**src/mrs_consts.svh**
```systemverilog
// Purpose: shared constants of the serial slave link configuration block
// Assumes: included by bare name from every file that needs it
// Notes:   offsets are byte addresses on the register bus
`ifndef MRS_CONSTS_SVH
`define MRS_CONSTS_SVH

// register byte offsets
`define MRS_ADDR_STATION  8'h00
`define MRS_ADDR_BAUD     8'h04
`define MRS_ADDR_FORMAT   8'h08
`define MRS_ADDR_LOSS     8'h0C
`define MRS_ADDR_ERRCNT   8'h10
`define MRS_ADDR_STOPMODE 8'h14
`define MRS_ADDR_PROTO    8'h18
`define MRS_ADDR_CMDSRC   8'h1C
`define MRS_ADDR_STATUS   8'h20
`define MRS_ADDR_MASK     8'h24
`define MRS_ADDR_CTRL     8'h28
// reset values
`define MRS_RST_STATION   8'h00
`define MRS_RST_BAUD      9'h0C0
`define MRS_RST_FORMAT    2'h2
`define MRS_RST_LOSS      14'h0000
`define MRS_RST_STOPMODE  2'h0
`define MRS_RST_CMDSRC    14'h270F
// field values
`define MRS_STATION_MAX   8'hF7
`define MRS_FMT_NONE2     2'h0
`define MRS_FMT_ODD1      2'h1
`define MRS_FMT_EVEN1     2'h2
`define MRS_BAUD_48       9'h030
`define MRS_BAUD_96       9'h060
`define MRS_BAUD_192      9'h0C0
`define MRS_BAUD_384      9'h180
`define MRS_LOSS_OFF      14'h270F
`define MRS_CMDSRC_PORT   14'h0002
`define MRS_PROTO_MODBUS  1'h1
// timing
`define MRS_CLK_HZ        250000000
`define MRS_LOSS_TICK_MS  100
`define MRS_CHAR_BITS     11
`define MRS_GAP_HALFCHARS 7
`endif

```
**src/mrs_pkg.sv**
```systemverilog
// Purpose: types of the serial slave link configuration block
// Assumes: nothing
// Notes:   constants live in mrs_consts.svh
package mrs_pkg;
    typedef enum logic [1:0] {FR_SYNC, FR_IDLE, FR_RECV} mrs_frame_t;
    typedef enum logic [2:0] {
        RX_IDLE, RX_START, RX_DATA, RX_PAR, RX_STOP1, RX_STOP2
    } mrs_rxst_t;
endpackage

```
**src/mrs_rx_if.sv**
```systemverilog
// Purpose: character path between receiver and frame logic
// Assumes: one clock domain
// Notes:   valid is a one-cycle pulse, errors qualify it
`timescale 1ns/10ps
`default_nettype none
interface mrs_rx_if;
    logic [16:0] bit_cycles;
    logic [1:0]  fmt;
    logic [7:0]  data;
    logic        valid;
    logic        perr;
    logic        ferr;
    logic        busy;
    modport rx   (input bit_cycles, fmt, output data, valid, perr, ferr, busy);
    modport core (output bit_cycles, fmt, input data, valid, perr, ferr, busy);
endinterface
`default_nettype wire
```
**src/mrs_char_rx.sv**
```systemverilog
// Purpose: asynchronous character receiver, 8 data bits lsb first
// Assumes: rxd already synchronous to pclk
// Notes:   samples at mid bit; a short start pulse is dropped as noise
`timescale 1ns/10ps
`default_nettype none
`include "mrs_consts.svh"
module mrs_char_rx (
    // clock and reset
    input  wire logic pclk,
    input  wire logic presetn,
    // line
    input  wire logic rxd,
    // characters
    mrs_rx_if.rx      rx
);
    typedef struct packed {
        mrs_pkg::mrs_rxst_t st;
        logic [16:0]        cnt;
        logic [2:0]         bitn;
        logic [7:0]         sh;
        logic               par;
        logic               perr;
        logic               ferr;
        logic               valid;
    } mrs_rx_state_t;

    mrs_rx_state_t s_q;
    mrs_rx_state_t s_d;

    // bit timing and sampling
    always_comb begin
        s_d = s_q;
        s_d.valid = 1'b0;
        if (s_q.st != mrs_pkg::RX_IDLE) begin
            s_d.cnt = s_q.cnt - 17'h00001;
        end
        case (s_q.st)
            mrs_pkg::RX_IDLE: begin
                if (!rxd) begin
                    s_d.st = mrs_pkg::RX_START;
                    s_d.cnt = rx.bit_cycles >> 1;
                end
            end
            default: begin
                if (s_q.cnt == 17'h00000) begin
                    s_d.cnt = rx.bit_cycles - 17'h00001;
                    case (s_q.st)
                        mrs_pkg::RX_START: begin
                            s_d.st = rxd ? mrs_pkg::RX_IDLE : mrs_pkg::RX_DATA;
                            s_d.bitn = 3'h0;
                            s_d.par = 1'b0;
                            s_d.perr = 1'b0;
                            s_d.ferr = 1'b0;
                        end
                        mrs_pkg::RX_DATA: begin
                            s_d.sh = {rxd, s_q.sh[7:1]};
                            s_d.par = s_q.par ^ rxd;
                            s_d.bitn = s_q.bitn + 3'h1;
                            if (s_q.bitn == 3'h7) begin
                                s_d.st = (rx.fmt == `MRS_FMT_NONE2) ?
                                    mrs_pkg::RX_STOP1 : mrs_pkg::RX_PAR;
                            end
                        end
                        mrs_pkg::RX_PAR: begin
                            // odd wants an odd total of ones
                            s_d.perr = (rx.fmt == `MRS_FMT_ODD1) ?
                                !(s_q.par ^ rxd) : (s_q.par ^ rxd);
                            s_d.st = mrs_pkg::RX_STOP1;
                        end
                        mrs_pkg::RX_STOP1: begin
                            s_d.ferr = !rxd;
                            if (rx.fmt == `MRS_FMT_NONE2) begin
                                s_d.st = mrs_pkg::RX_STOP2;
                            end else begin
                                s_d.st = mrs_pkg::RX_IDLE;
                                s_d.valid = 1'b1;
                            end
                        end
                        default: begin
                            s_d.ferr = s_q.ferr | !rxd;
                            s_d.st = mrs_pkg::RX_IDLE;
                            s_d.valid = 1'b1;
                        end
                    endcase
                end
            end
        endcase
    end

    // state register
    always_ff @(posedge pclk or negedge presetn) begin
        if (!presetn) begin
            s_q <= '0;
        end else begin
            s_q <= s_d;
        end
    end

    // outputs to the frame logic
    assign rx.data  = s_q.sh;
    assign rx.valid = s_q.valid;
    assign rx.perr  = s_q.perr;
    assign rx.ferr  = s_q.ferr;
    assign rx.busy  = (s_q.st != mrs_pkg::RX_IDLE);
endmodule
`default_nettype wire

```
**src/mrs_link_config.sv**
```systemverilog
// Purpose: settings, framing and supervision of the front serial port slave
// Assumes: apb master, wait-state-capable; rxd synchronous to pclk
// Notes:   function codes and the reply path sit outside this block
// Function
// - station address zero: never permit any reply frame
// - broadcast to address zero is acted on but never answered
// - replies only with station address 1..247; address resets to zero
// - format 0 none/2 stop, 1 odd/1 stop, 2 even/1 stop
// - character format resets to code 2, even parity one stop
// - loss interval zero faults at once in network command mode (the watchdog here runs only with modbus selected)
// - interval 0.1..999.8 s faults after longer silence than that
// - interval 9999 switches the loss watchdog off
// - error counter reads zero after reset and is read-only
// - stop mode picks coast/decel, fault display, output, restart
// - protocol select 0 computer link (reset), 1 modbus rtu
// - modbus with rate 384 disables the handheld parameter unit
// - operation commands only when command source is 2, or 9999 unfitted
// - rate codes 48/96/192/384 give 4800..38400 bit/s
// - frames bounded by 3.5 character idle gaps
// - no reply on parity, framing or crc error
//
// Our own choices: the register offsets and register access over APB.
`timescale 1ns/10ps
`default_nettype none
`include "mrs_consts.svh"
module mrs_link_config #(
    parameter int CLK_HZ      = `MRS_CLK_HZ,
    parameter int TICK_CYCLES = CLK_HZ / 1000 * `MRS_LOSS_TICK_MS
) (
    // clock and reset
    input  wire logic        pclk,
    input  wire logic        presetn,
    // apb slave
    input  wire logic        psel,
    input  wire logic        penable,
    input  wire logic        pwrite,
    input  wire logic [7:0]  paddr,
    input  wire logic [31:0] pwdata,
    output logic      [31:0] prdata,
    output logic             pready,
    output logic             pslverr,
    // serial line and drive
    input  wire logic        rxd,
    input  wire logic        motor_stopped,
    // frame results
    output logic             frame_take,
    output logic             cmd_take,
    output logic             reply_permit,
    // drive supervision
    output logic             link_comm_fault,
    output logic             coast_stop,
    output logic             decel_stop,
    output logic             fault_display,
    output logic             fault_output,
    output logic             pu_disable,
    output logic             irq
);
    typedef struct packed {
        logic               pready;
        logic [31:0]        prdata;
        logic               pslverr;
        logic [7:0]         station;
        logic [8:0]         baud;
        logic [1:0]         fmt;
        logic [13:0]        loss;
        logic [15:0]        errcnt;
        logic [1:0]         stopm;
        logic               proto;
        logic [13:0]        cmdsrc;
        logic               netmode;
        logic               optfit;
        logic [2:0]         mask;
        logic [2:0]         stat;
        mrs_pkg::mrs_frame_t fst;
        logic [15:0]        crc;
        logic [7:0]         nbytes;
        logic [7:0]         addr;
        logic               ferr;
        logic [23:0]        gap;
        logic [24:0]        tick;
        logic [13:0]        losscnt;
        logic               fault;
        logic               frame_take;
        logic               cmd_take;
        logic               reply_ok;
        logic               coast;
        logic               decel;
        logic               fdisp;
        logic               fout;
        logic               pudis;
        logic               irq;
    } mrs_state_t;

    mrs_state_t s_q;
    mrs_state_t s_d;
    mrs_rx_if   rxi ();

    // rate code to clock cycles per bit
    function automatic logic [16:0] bit_cycles(input logic [8:0] code);
        bit_cycles = 17'(CLK_HZ / (int'(code) * 100));
    endfunction

    // one byte step of the reflected crc-16, init all ones
    function automatic logic [15:0] crc_step(input logic [15:0] c,
                                             input logic [7:0]  b);
        logic [15:0] r;
        r = c ^ {8'h00, b};
        for (int i = 0; i < 8; i++) begin
            r = r[0] ? ((r >> 1) ^ 16'hA001) : (r >> 1);
        end
        crc_step = r;
    endfunction

    // character receiver
    mrs_char_rx i_mrs_char_rx (
        .pclk    (pclk),
        .presetn (presetn),
        .rxd     (rxd),
        .rx      (rxi)
    );
    assign rxi.bit_cycles = bit_cycles(s_q.baud);
    assign rxi.fmt        = s_q.fmt;

    logic [23:0] gap_lim;
    logic        modbus;
    logic        wd_active;
    logic        net_ok;
    logic        own_hit;
    logic        good;
    logic        acc;
    logic        wr;
    logic        rd;
    logic [2:0]  ev;
    logic [2:0]  rdclr;

    // frame gap, mode and command source decode
    assign gap_lim   = 24'(rxi.bit_cycles * `MRS_CHAR_BITS
                       * `MRS_GAP_HALFCHARS / 2);
    assign modbus    = (s_q.proto == `MRS_PROTO_MODBUS);
    assign net_ok    = (s_q.cmdsrc == `MRS_CMDSRC_PORT) ||
                       ((s_q.cmdsrc == `MRS_LOSS_OFF) && !s_q.optfit);
    assign wd_active = modbus && s_q.netmode &&
                       (s_q.loss != `MRS_LOSS_OFF);
    assign good      = !s_q.ferr && (s_q.nbytes >= 8'h04) &&
                       (s_q.crc == 16'h0000);
    assign own_hit   = (s_q.addr == s_q.station) &&
                       (s_q.station != 8'h00) &&
                       (s_q.station <= `MRS_STATION_MAX);
    assign acc       = psel && penable && s_q.pready;
    assign wr        = acc && pwrite;
    assign rd        = acc && !pwrite;

    // next state
    always_comb begin
        s_d = s_q;
        ev = 3'h0;
        rdclr = 3'h0;
        s_d.frame_take = 1'b0;
        s_d.cmd_take = 1'b0;
        s_d.reply_ok = 1'b0;
        // apb: one wait cycle so read data comes from a flop
        s_d.pready = psel && penable && !s_q.pready;
        if (psel && penable && !s_q.pready) begin
            s_d.pslverr = 1'b0;
            case (paddr)
                `MRS_ADDR_STATION:  s_d.prdata = {24'h0, s_q.station};
                `MRS_ADDR_BAUD:     s_d.prdata = {23'h0, s_q.baud};
                `MRS_ADDR_FORMAT:   s_d.prdata = {30'h0, s_q.fmt};
                `MRS_ADDR_LOSS:     s_d.prdata = {18'h0, s_q.loss};
                `MRS_ADDR_ERRCNT:   s_d.prdata = {16'h0, s_q.errcnt};
                `MRS_ADDR_STOPMODE: s_d.prdata = {30'h0, s_q.stopm};
                `MRS_ADDR_PROTO:    s_d.prdata = {31'h0, s_q.proto};
                `MRS_ADDR_CMDSRC:   s_d.prdata = {18'h0, s_q.cmdsrc};
                `MRS_ADDR_STATUS:   s_d.prdata = {29'h0, s_q.stat};
                `MRS_ADDR_MASK:     s_d.prdata = {29'h0, s_q.mask};
                `MRS_ADDR_CTRL: begin
                    s_d.prdata = {28'h0, s_q.fault, 1'b0, s_q.optfit,
                                  s_q.netmode};
                end
                default: begin
                    s_d.prdata = 32'h0;
                    s_d.pslverr = 1'b1;
                end
            endcase
        end
        // register writes; out-of-range station, rate, format and loss values are ignored
        if (wr) begin
            case (paddr)
                `MRS_ADDR_STATION: begin
                    if (pwdata[7:0] <= `MRS_STATION_MAX) begin
                        s_d.station = pwdata[7:0];
                    end
                end
                `MRS_ADDR_BAUD: begin
                    if (pwdata[8:0] == `MRS_BAUD_48 ||
                        pwdata[8:0] == `MRS_BAUD_96 ||
                        pwdata[8:0] == `MRS_BAUD_192 ||
                        pwdata[8:0] == `MRS_BAUD_384) begin
                        s_d.baud = pwdata[8:0];
                    end
                end
                `MRS_ADDR_FORMAT: begin
                    if (pwdata[1:0] <= `MRS_FMT_EVEN1) begin
                        s_d.fmt = pwdata[1:0];
                    end
                end
                `MRS_ADDR_LOSS: begin
                    if (pwdata[13:0] <= `MRS_LOSS_OFF) begin
                        s_d.loss = pwdata[13:0];
                    end
                end
                `MRS_ADDR_STOPMODE: s_d.stopm = pwdata[1:0];
                `MRS_ADDR_PROTO:    s_d.proto = pwdata[0];
                `MRS_ADDR_CMDSRC:   s_d.cmdsrc = pwdata[13:0];
                `MRS_ADDR_MASK:     s_d.mask = pwdata[2:0];
                `MRS_ADDR_CTRL: begin
                    s_d.netmode = pwdata[0];
                    s_d.optfit = pwdata[1];
                end
                default: ;
            endcase
        end
        // error counter has no write path at all
        if (rd && paddr == `MRS_ADDR_STATUS) begin
            rdclr = 3'h7;
        end
        // idle gap since the end of the last character
        if (rxi.busy || rxi.valid) begin
            s_d.gap = 24'h0;
        end else if (s_q.gap < gap_lim) begin
            s_d.gap = s_q.gap + 24'h1;
        end
        // frame tracking; partial frame after reset is skipped
        case (s_q.fst)
            mrs_pkg::FR_SYNC: begin
                if (s_q.gap >= gap_lim && !rxi.busy) begin
                    s_d.fst = mrs_pkg::FR_IDLE;
                end
            end
            mrs_pkg::FR_IDLE: begin
                if (rxi.valid) begin
                    s_d.fst = mrs_pkg::FR_RECV;
                    s_d.addr = rxi.data;
                    s_d.nbytes = 8'h01;
                    s_d.ferr = rxi.perr || rxi.ferr;
                    s_d.crc = crc_step(16'hFFFF, rxi.data);
                end
            end
            mrs_pkg::FR_RECV: begin
                if (rxi.valid) begin
                    if (s_q.nbytes != 8'hFF) begin
                        s_d.nbytes = s_q.nbytes + 8'h01;
                    end
                    s_d.ferr = s_q.ferr || rxi.perr || rxi.ferr;
                    s_d.crc = crc_step(s_q.crc, rxi.data);
                end else if (s_q.gap >= gap_lim && !rxi.busy) begin
                    s_d.fst = mrs_pkg::FR_IDLE;
                    if (modbus && good) begin
                        if (s_q.addr == 8'h00 || own_hit) begin
                            s_d.frame_take = 1'b1;
                            s_d.cmd_take = net_ok;
                            ev[0] = 1'b1;
                        end
                        // broadcast and station zero stay silent
                        s_d.reply_ok = own_hit;
                    end else if (modbus) begin
                        ev[1] = 1'b1;
                        if (s_q.errcnt != 16'hFFFF) begin
                            s_d.errcnt = s_q.errcnt + 16'h1;
                        end
                    end
                end
            end
            default: s_d.fst = mrs_pkg::FR_SYNC;
        endcase
        // signal-loss watchdog in tenths of a second
        if (!wd_active || (s_d.reply_ok)) begin
            s_d.tick = 25'h0;
            s_d.losscnt = 14'h0;
        end else if (s_q.tick >= 25'(TICK_CYCLES - 1)) begin
            s_d.tick = 25'h0;
            if (s_q.losscnt != 14'h3FFF) begin
                s_d.losscnt = s_q.losscnt + 14'h1;
            end
        end else begin
            s_d.tick = s_q.tick + 25'h1;
        end
        if (wd_active && !s_q.fault &&
            (s_q.loss == 14'h0 || s_q.losscnt > s_q.loss)) begin
            s_d.fault = 1'b1;
            ev[2] = 1'b1;
        end else if (s_q.fault && wr && paddr == `MRS_ADDR_CTRL &&
                     pwdata[2]) begin
            s_d.fault = 1'b0;
        end else if (s_q.fault && s_q.stopm == 2'h2 && s_d.reply_ok &&
                     s_q.loss != 14'h0) begin
            s_d.fault = 1'b0;
        end
        // stop action: 0/3 coast and trip, 1 decel then trip, 2 restartable
        s_d.coast = s_q.fault && (s_q.stopm == 2'h0 || s_q.stopm == 2'h3);
        s_d.decel = s_q.fault && (s_q.stopm == 2'h1 || s_q.stopm == 2'h2);
        s_d.fdisp = s_q.fault && (s_d.coast || motor_stopped);
        s_d.fout  = s_q.fault && (s_d.coast ||
                    (s_q.stopm == 2'h1 && motor_stopped));
        s_d.pudis = modbus && (s_q.baud == `MRS_BAUD_384);
        // sticky status: a new event beats the read clear
        s_d.stat = (s_q.stat & ~rdclr) | ev;
        s_d.irq = |(s_q.stat & s_q.mask);
    end

    // state register
    always_ff @(posedge pclk or negedge presetn) begin
        if (!presetn) begin
            s_q <= '0;
            s_q.station <= `MRS_RST_STATION;
            s_q.baud <= `MRS_RST_BAUD;
            s_q.fmt <= `MRS_RST_FORMAT;
            s_q.loss <= `MRS_RST_LOSS;
            s_q.stopm <= `MRS_RST_STOPMODE;
            s_q.cmdsrc <= `MRS_RST_CMDSRC;
            s_q.errcnt <= 16'h0;
            s_q.fst <= mrs_pkg::FR_SYNC;
        end else begin
            s_q <= s_d;
        end
    end

    // outputs straight from flops
    assign prdata          = s_q.prdata;
    assign pready          = s_q.pready;
    assign pslverr         = s_q.pslverr;
    assign frame_take      = s_q.frame_take;
    assign cmd_take        = s_q.cmd_take;
    assign reply_permit    = s_q.reply_ok;
    assign link_comm_fault = s_q.fault;
    assign coast_stop      = s_q.coast;
    assign decel_stop      = s_q.decel;
    assign fault_display   = s_q.fdisp;
    assign fault_output    = s_q.fout;
    assign pu_disable      = s_q.pudis;
    assign irq             = s_q.irq;
endmodule
`default_nettype wire

```
**config.mk**
```make
export PLATFORM = sky130hd
export DESIGN_NAME = mrs_link_config
export DESIGN_NICKNAME = d
export VERILOG_FILES = /design/src/mrs_pkg.sv /design/src/mrs_rx_if.sv /design/src/mrs_char_rx.sv /design/src/mrs_link_config.sv
export VERILOG_INCLUDE_DIRS = /design/src
export SDC_FILE = /design/constraint.sdc
export NUM_CORES = 2
export LEC_CHECK = 0
export ABC_AREA = 1
export ABC_CLOCK_PERIOD_IN_PS = 72900
export BUFFER_PORTS_ARGS = -buffer_cell sky130_fd_sc_hd__buf_2
export CAP_MARGIN = 20
export CELL_PAD_IN_SITES_DETAIL_PLACEMENT = 2
export CELL_PAD_IN_SITES_GLOBAL_PLACEMENT = 2
export CORE_MARGIN = 2
export CORE_UTILIZATION = 34
export CTS_CLUSTER_DIAMETER = 120
export DETAILED_ROUTE_END_ITERATION = 12
export GPL_TIMING_DRIVEN = 0
export PLACE_DENSITY = 0.77
export SLEW_MARGIN = 20
export SYNTH_ARGS = -nofsm -noshare
export SYNTH_HDL_FRONTEND = slang
export SYNTH_SLANG_ARGS = --single-unit
export TNS_END_PERCENT = 10
```
**constraint.sdc**
```tcl
create_clock -name pclk -period 72.9 [get_ports pclk]
set_input_delay 10.935 -clock pclk [delete_from_list [all_inputs] [get_ports pclk]]
set_output_delay 10.935 -clock pclk [all_outputs]
set_load 0.005 [all_outputs]
```
Word-level counts from Yosys, hierarchy flattened
Index checks and enable logic that the tools add are counted.
- register bits: 251
- input bits: 47
- output and inout port bits: 44
- logic and storage cells: 294
- $add $sub $neg: 8
- multiply operators: 3
- divide/modulo/power cells: 1
- magnitude comparators: 9
- equal/unequal tests: 39
- multiplexer cells: 68
- bitwise operators: 28
- reductions and logical operators: 97
- operators by type and width (operator ; count):
    2-to-1 mux 16 bit ; 16
    case mux 16 bit (11 select lines) ; 1
    2-to-1 mux 24 bit ; 3
    2-to-1 mux 35 bit ; 2
    inverter 2 -> 3 bit ; 16
    case mux 24 bit (2 select lines) ; 1
    2-to-1 mux 20 bit ; 2
    2-to-1 mux 39 bit ; 1
    subtractor 17 x 1 -> 17 bit, second input constant ; 2
    divider 29 x 32 -> 32 bit, first input constant ; 1
    equality test 8 x 5 -> 1 bit, second input constant ; 4
    AND reduction 3 bit ; 10
    logical AND 1 bit ; 29
    2-to-1 mux 14 bit ; 2
    inequality test 14 bit, second input constant ; 2
    adder 25 x 1 -> 25 bit, second input constant ; 1
    greater-or-equal comparator 25 bit, second input constant ; 1
    2-to-1 mux 25 bit ; 1
    adder 24 x 1 -> 24 bit, second input constant ; 1
    equality test 8 x 6 -> 1 bit, second input constant ; 3
    greater-or-equal comparator 24 x 23 -> 1 bit ; 1
    < comparator 24 x 23 -> 1 bit ; 1
    multiplier 21 x 3 -> 24 bit, second input constant ; 1
    2-to-1 mux 3 bit ; 8
    65 further kinds ; 143

Logic depth before layout (Yosys ltp)
- depth after elaboration: 19
- mapped depth: 527
- gate-level depth less buffers: 491

Hierarchy
From an unflattened synthesis, not the netlist that was laid out.
- cells, all modules: 5936
- area total of the unflattened synthesis: 39824.4 um^2
- by module, submodules not included (module ; instances ; cells each ; area each (um^2) ; sequential area each (um^2)):
    mrs_link_config ; 1 ; 5527 ; 37115.6 ; 5018.6
    mrs_char_rx ; 1 ; 409 ; 2708.8 ; 875.8

Worst setup path before layout
OpenSTA, ideal clock, no wires.
- kind: register to register
- start point: register s_q[165] (netlist bit)
- end point: register s_q[146] (netlist bit)
- library setup time: 123 ps
- arrival: 69597 ps
- data required time: 72777 ps
- path slack: 3180 ps
- stages on the path, launching flop included: 493
- path buffers: 46
- clock period less this slack: 69720 ps
- cell sequence: dfrtp_1 -> inv_2 -> buf_2 -> buf_1 -> buf_1 -> ha_1 -> ha_1 -> ha_1 -> inv_1 -> fa_1 -> inv_1 -> nand3_1 -> nand2_1 -> xnor2_1 -> nand2_2 -> nor2_1 -> nand4_1 -> inv_1 -> (+457 left out) -> ha_1 -> nand4_1 -> nor3_1 -> a2111oi_0 -> nand2_1 -> clkinv_1 -> nand2_1 -> nand2_1 -> inv_1 -> nand3_1 -> nor2_1 -> nand4_1 -> nor3_1 -> and3_1 -> nand3_1 -> nor2_1 -> nand3_1 -> xnor2_1
- word-level cells in the longest chain between the ends: 7
- RTL lines (element ; line ; text):
    start, declared ; mrs_link_config.sv:94 ; mrs_state_t s_q;
    multiplier 9 x 5 -> 14 bit ; mrs_link_config.sv:100 ; bit_cycles = 17'(CLK_HZ / (int'(code) * 100));
    divider 29 x 32 -> 32 bit ; mrs_link_config.sv:100 ;
    multiplier 17 x 4 -> 21 bit (no line) ; -- ;
    multiplier 21 x 3 -> 24 bit (no line) ; -- ;
    greater-or-equal comparator 24 x 23 -> 1 bit ; mrs_link_config.sv:256 ; end else if (s_q.gap >= gap_lim && !rxi.busy) begin
    logical AND 1 bit ; mrs_link_config.sv:256 ;
    AND reduction 6 bit (no line) ; -- ;
No other way between the ends.
A chain may end at the register's enable or synchronous reset.

Worst setup path after layout
- start point: register s_q[165] (netlist bit)
- end point: register s_q[20] (netlist bit)
- word-level cells in the longest chain between the ends: 12
- elaborated cells on any way between the ends: 14
- classes of those cells: 3 x mul; 1 x div; 1 x order compare; 4 x mux; 5 x reduce/logical
- RTL lines (element ; line ; text):
    multiplier 9 x 5 -> 14 bit (*) ; mrs_link_config.sv:100 ;
    divider 29 x 32 -> 32 bit (*) ; mrs_link_config.sv:100 ;
    multiplier 17 x 4 -> 21 bit (no line) (*) ; -- ;
    multiplier 21 x 3 -> 24 bit (no line) (*) ; -- ;
    greater-or-equal comparator 24 x 23 -> 1 bit (*) ; mrs_link_config.sv:256 ;
    logical AND 1 bit (*) ; mrs_link_config.sv:256 ;
    2-to-1 mux 3 bit (*) ; mrs_link_config.sv:256 ;
    2-to-1 mux 3 bit (*) ; mrs_link_config.sv:250 ; if (rxi.valid) begin
    2-to-1 mux 3 bit (*) ; mrs_link_config.sv:234 ; case (s_q.fst)
    logical OR 1 bit (*) ; mrs_link_config.sv:277 ; if (!wd_active || (s_d.reply_ok)) begin
    nonzero test 2 bit (no line) ; -- ;
    AND reduction 2 bit (no line) ; -- ;
Mark *: on every way between the ends. The rest lies on a longest branch, timed or not.

==> impl_metrics.tcl <==
set metrics [dict create \
    setup_viol 0 \
    cts.sinks 235 \
    wl_per_cell_um 20.18 \
    syn-mean-instance-area_um2 6.600 \
    clockRootBuffer "clkbuf_16" \
    routed_via_density 5.345 \
    outcome "complete, no violations" \
    max_cap_viol_count 0 \
    tritoncts "built" \
    final_cells 7714 \
    vias 41230 \
    synth_most_common_cell "nand2_1" \
    ant_nets 0 \
    hold_violations 0 \
    period_share_pct 95.50 \
    cts_hold_buf 0 \
    area_growth_pct 20.17 \
    drc_errors 0 \
    grt_max_degree 92 \
    die_w_um 340.3 \
    arrival_ns 70.11 \
    critical-path-max-stage-delay_ns 0.53 \
    synth_compound_area_share_pct 16.67 \
    dp_hpwl_mm 113.9 \
    required_ns 73.39 \
    firstDrtPassIters 5 \
    io_pins 91 \
    synth-main-ff-cell "dfrtp_1" \
    synth_top_family_by_area "simple AND/OR/NAND/NOR gates" \
    clock_skew_ns 0.03250 \
    syn_area_um2 38460 \
    ys_seq_area_share_pct 15.33 \
    syn-instance-count 5827 \
    yosys_warnings 0 \
    slowest_stage "fa_1" \
    floorplan.die_area_um2 115800 \
    rr_worst_depth 508 \
    cp_max_fo 16 \
    synth_area_leaders "dfrtp_1 15%, ha_1 14%, nand2_1 12%, inv_1 7.9%, o21ai_0 5.6%" \
    synth_xor_xnor_area_share_pct 8.290 \
    synth_edf_count 0 \
    routed_wl_mm 155.7 \
    track_usage_pct 24.35 \
    end_kind "register" \
    drtIter0Drc 1439 \
    clk_pin_slew_worst_paths_ns 0.06 \
    hold_path_depth 1 \
    clkLatencyLatePin_ns 0.60 \
    yosys.area.top_type_share_pct 14.58 \
    async_flop_share_pct 100.0 \
    cp_common_cell "nand2_1" \
    antenna_cells 0 \
    worstHoldStart "s_q[137]$_DFFE_PN0P_" \
    muxShareOfSynthArea_pct 0 \
    gp_congestion 0.8620 \
    period_minus_slack_ns 69.62 \
    startpoint "s_q[165]$_DFFE_PN0P_" \
    antenna_found_initial 1 \
    slew_headroom_pct 33.18 \
    port_buffers 56 \
    grt_pass1_vias 44550 \
    htree_levels 1 \
    yosys-top-cells-count "1246 x nand2_1, 812 x inv_1, 461 x nor2_1, 445 x ha_1, 434 x o21ai_0" \
    synth_top_cell_by_area "dfrtp_1" \
    grt_pass1_wl_mm 236.3 \
    r2r_start "s_q[165]$_DFFE_PN0P_" \
    slew_viol_final 0 \
    clock_path_buffers 3 \
    core_area_um2 112300 \
    crit_type "register to register" \
    startpoint_type "register" \
    ys_ff_latch 235 \
    initial_core_util_pct 34.23 \
    drive_gt1_share_pct 19.23 \
    grt-ovfl-total 0 \
    rows 123 \
    cts_made_buffers 29 \
    yosys.area_share.simple_pct 32.53 \
    nets 6716 \
    post-place-cells 7410 \
    max_clock_freq_mhz 14.36 \
    yosysUniqueCellTypes 88 \
    tightest_slew_ns 1.002 \
    synthAdderAreaFrac_pct 16.20 \
    worst_hold_path_type "register to register" \
    fp.dieH_um 340.3 \
]
placed cells by master, fill, tap and decap left out, types with 59 or more instances in the layout:
cell type / instances
a21oi_1: 327
a21oi_2: 68
buf_4: 283
dfrtp_1: 218
ha_1: 396
inv_1: 785
nand2_1: 1214
nand2_2: 130
nand3_1: 311
nand4_1: 113
nor2_1: 436
nor3_1: 90
o21ai_0: 345
o21ai_1: 59
o21ai_2: 69
xnor2_1: 124
xor2_1: 230
registers in the layout, summed over array words and instances (netlist names), 2 cells and up:
signal / count
i_mrs_char_rx.s_q: 24
rxi.fmt: 2
prdata: 16
i_mrs_char_rx.rx.data: 8
s_q: 169
cell families (layout without fill, tap and decap cells):
group / count (synthesis) / in the layout
simple gates: 2618 / 2619
fa+ha+maj: 478 / 478
flops: 235 / 235
compound gates: 1126 / 1126
buf+inv: 1005 / 1376
xor+xnor: 364 / 364
other cells: 1 / 16
routing by layer:
| metal | track usage [%] | vias to the layer above | routed length, µm |
|---|---|---|---|
| li1 | - | 19960 | - |
| met5 | 0 | - | 0 |
| met2 | 43.69 | 397 | 77660 |
| met4 | 3.644 | 0 | 3196 |
| met3 | 0.9663 | 163 | 2279 |
| met1 | 32.85 | 20710 | 72530 |
worst max-delay path, delay by kind of cell (launching register included):
kind	cells	cell delay, ns
adder cells (fa/ha/maj)	38	11.39
buffers and inverters	101	11.26
AND/OR/NAND/NOR	203	21.72
XOR/XNOR	4	0.60
AO/OA/AOI/OAI	162	23.72
flip-flops	1	0.49
what timing repair did:
item	CTS	global route
gates cloned	1	4
setup endpoints to repair	104	100
pin swaps	93	172
setup buffers	119	131
resized for setup	310	356
layout make-up:
cell class | count | area, µm²
sequential | 235 | 5902
multi-input combinational | 4603 | 30250
tap | 1500 | 1877
inverter | 877 | 3508
timing repair buffer | 319 | 2461
clock inverter | 10 | 118.9
buffer | 123 | 1235
clock buffer | 44 | 832.0
timing repair inverter | 3 | 26.28
fill | 13480 | 66130
stage by stage:
step	setup slack [ns]	TNS, ns	hold WS (ns)	area [µm²]	util (%)
2_1_floorplan	3.180	0	0.4416	38510	-
3_3_place_gp	-18.41	-1683.52	0.4584	40670	36.20
3_5_place_dp	-18.86	-1714.27	0.4665	40960	36.46
4_1_cts	0.0006963	0	0.4770	43780	38.97
5_1_grt	-2.196	-148.12	0.4951	46210	41.13
6_report	3.281	0	0.4756	46210	41.13
worst paths after layout:
check / to / slack, ns
min in group asynchronous: prdata[11]$_DFFE_PN0P_ / 10.28
max in group asynchronous: i_mrs_char_rx.rx.valid$_DFF_PN0_ / 61.29
max: s_q[20]$_DFFE_PN0P_ / 3.28
max reg2reg: s_q[20]$_DFFE_PN0P_ / 3.28
min reg2reg: s_q[137]$_DFFE_PN0P_ / 0.48
min: s_q[137]$_DFFE_PN0P_ / 0.48
Power is left out: the tool's default activity adds up to more than one toggle a clock period on the data nets, which glitch-free logic cannot reach.
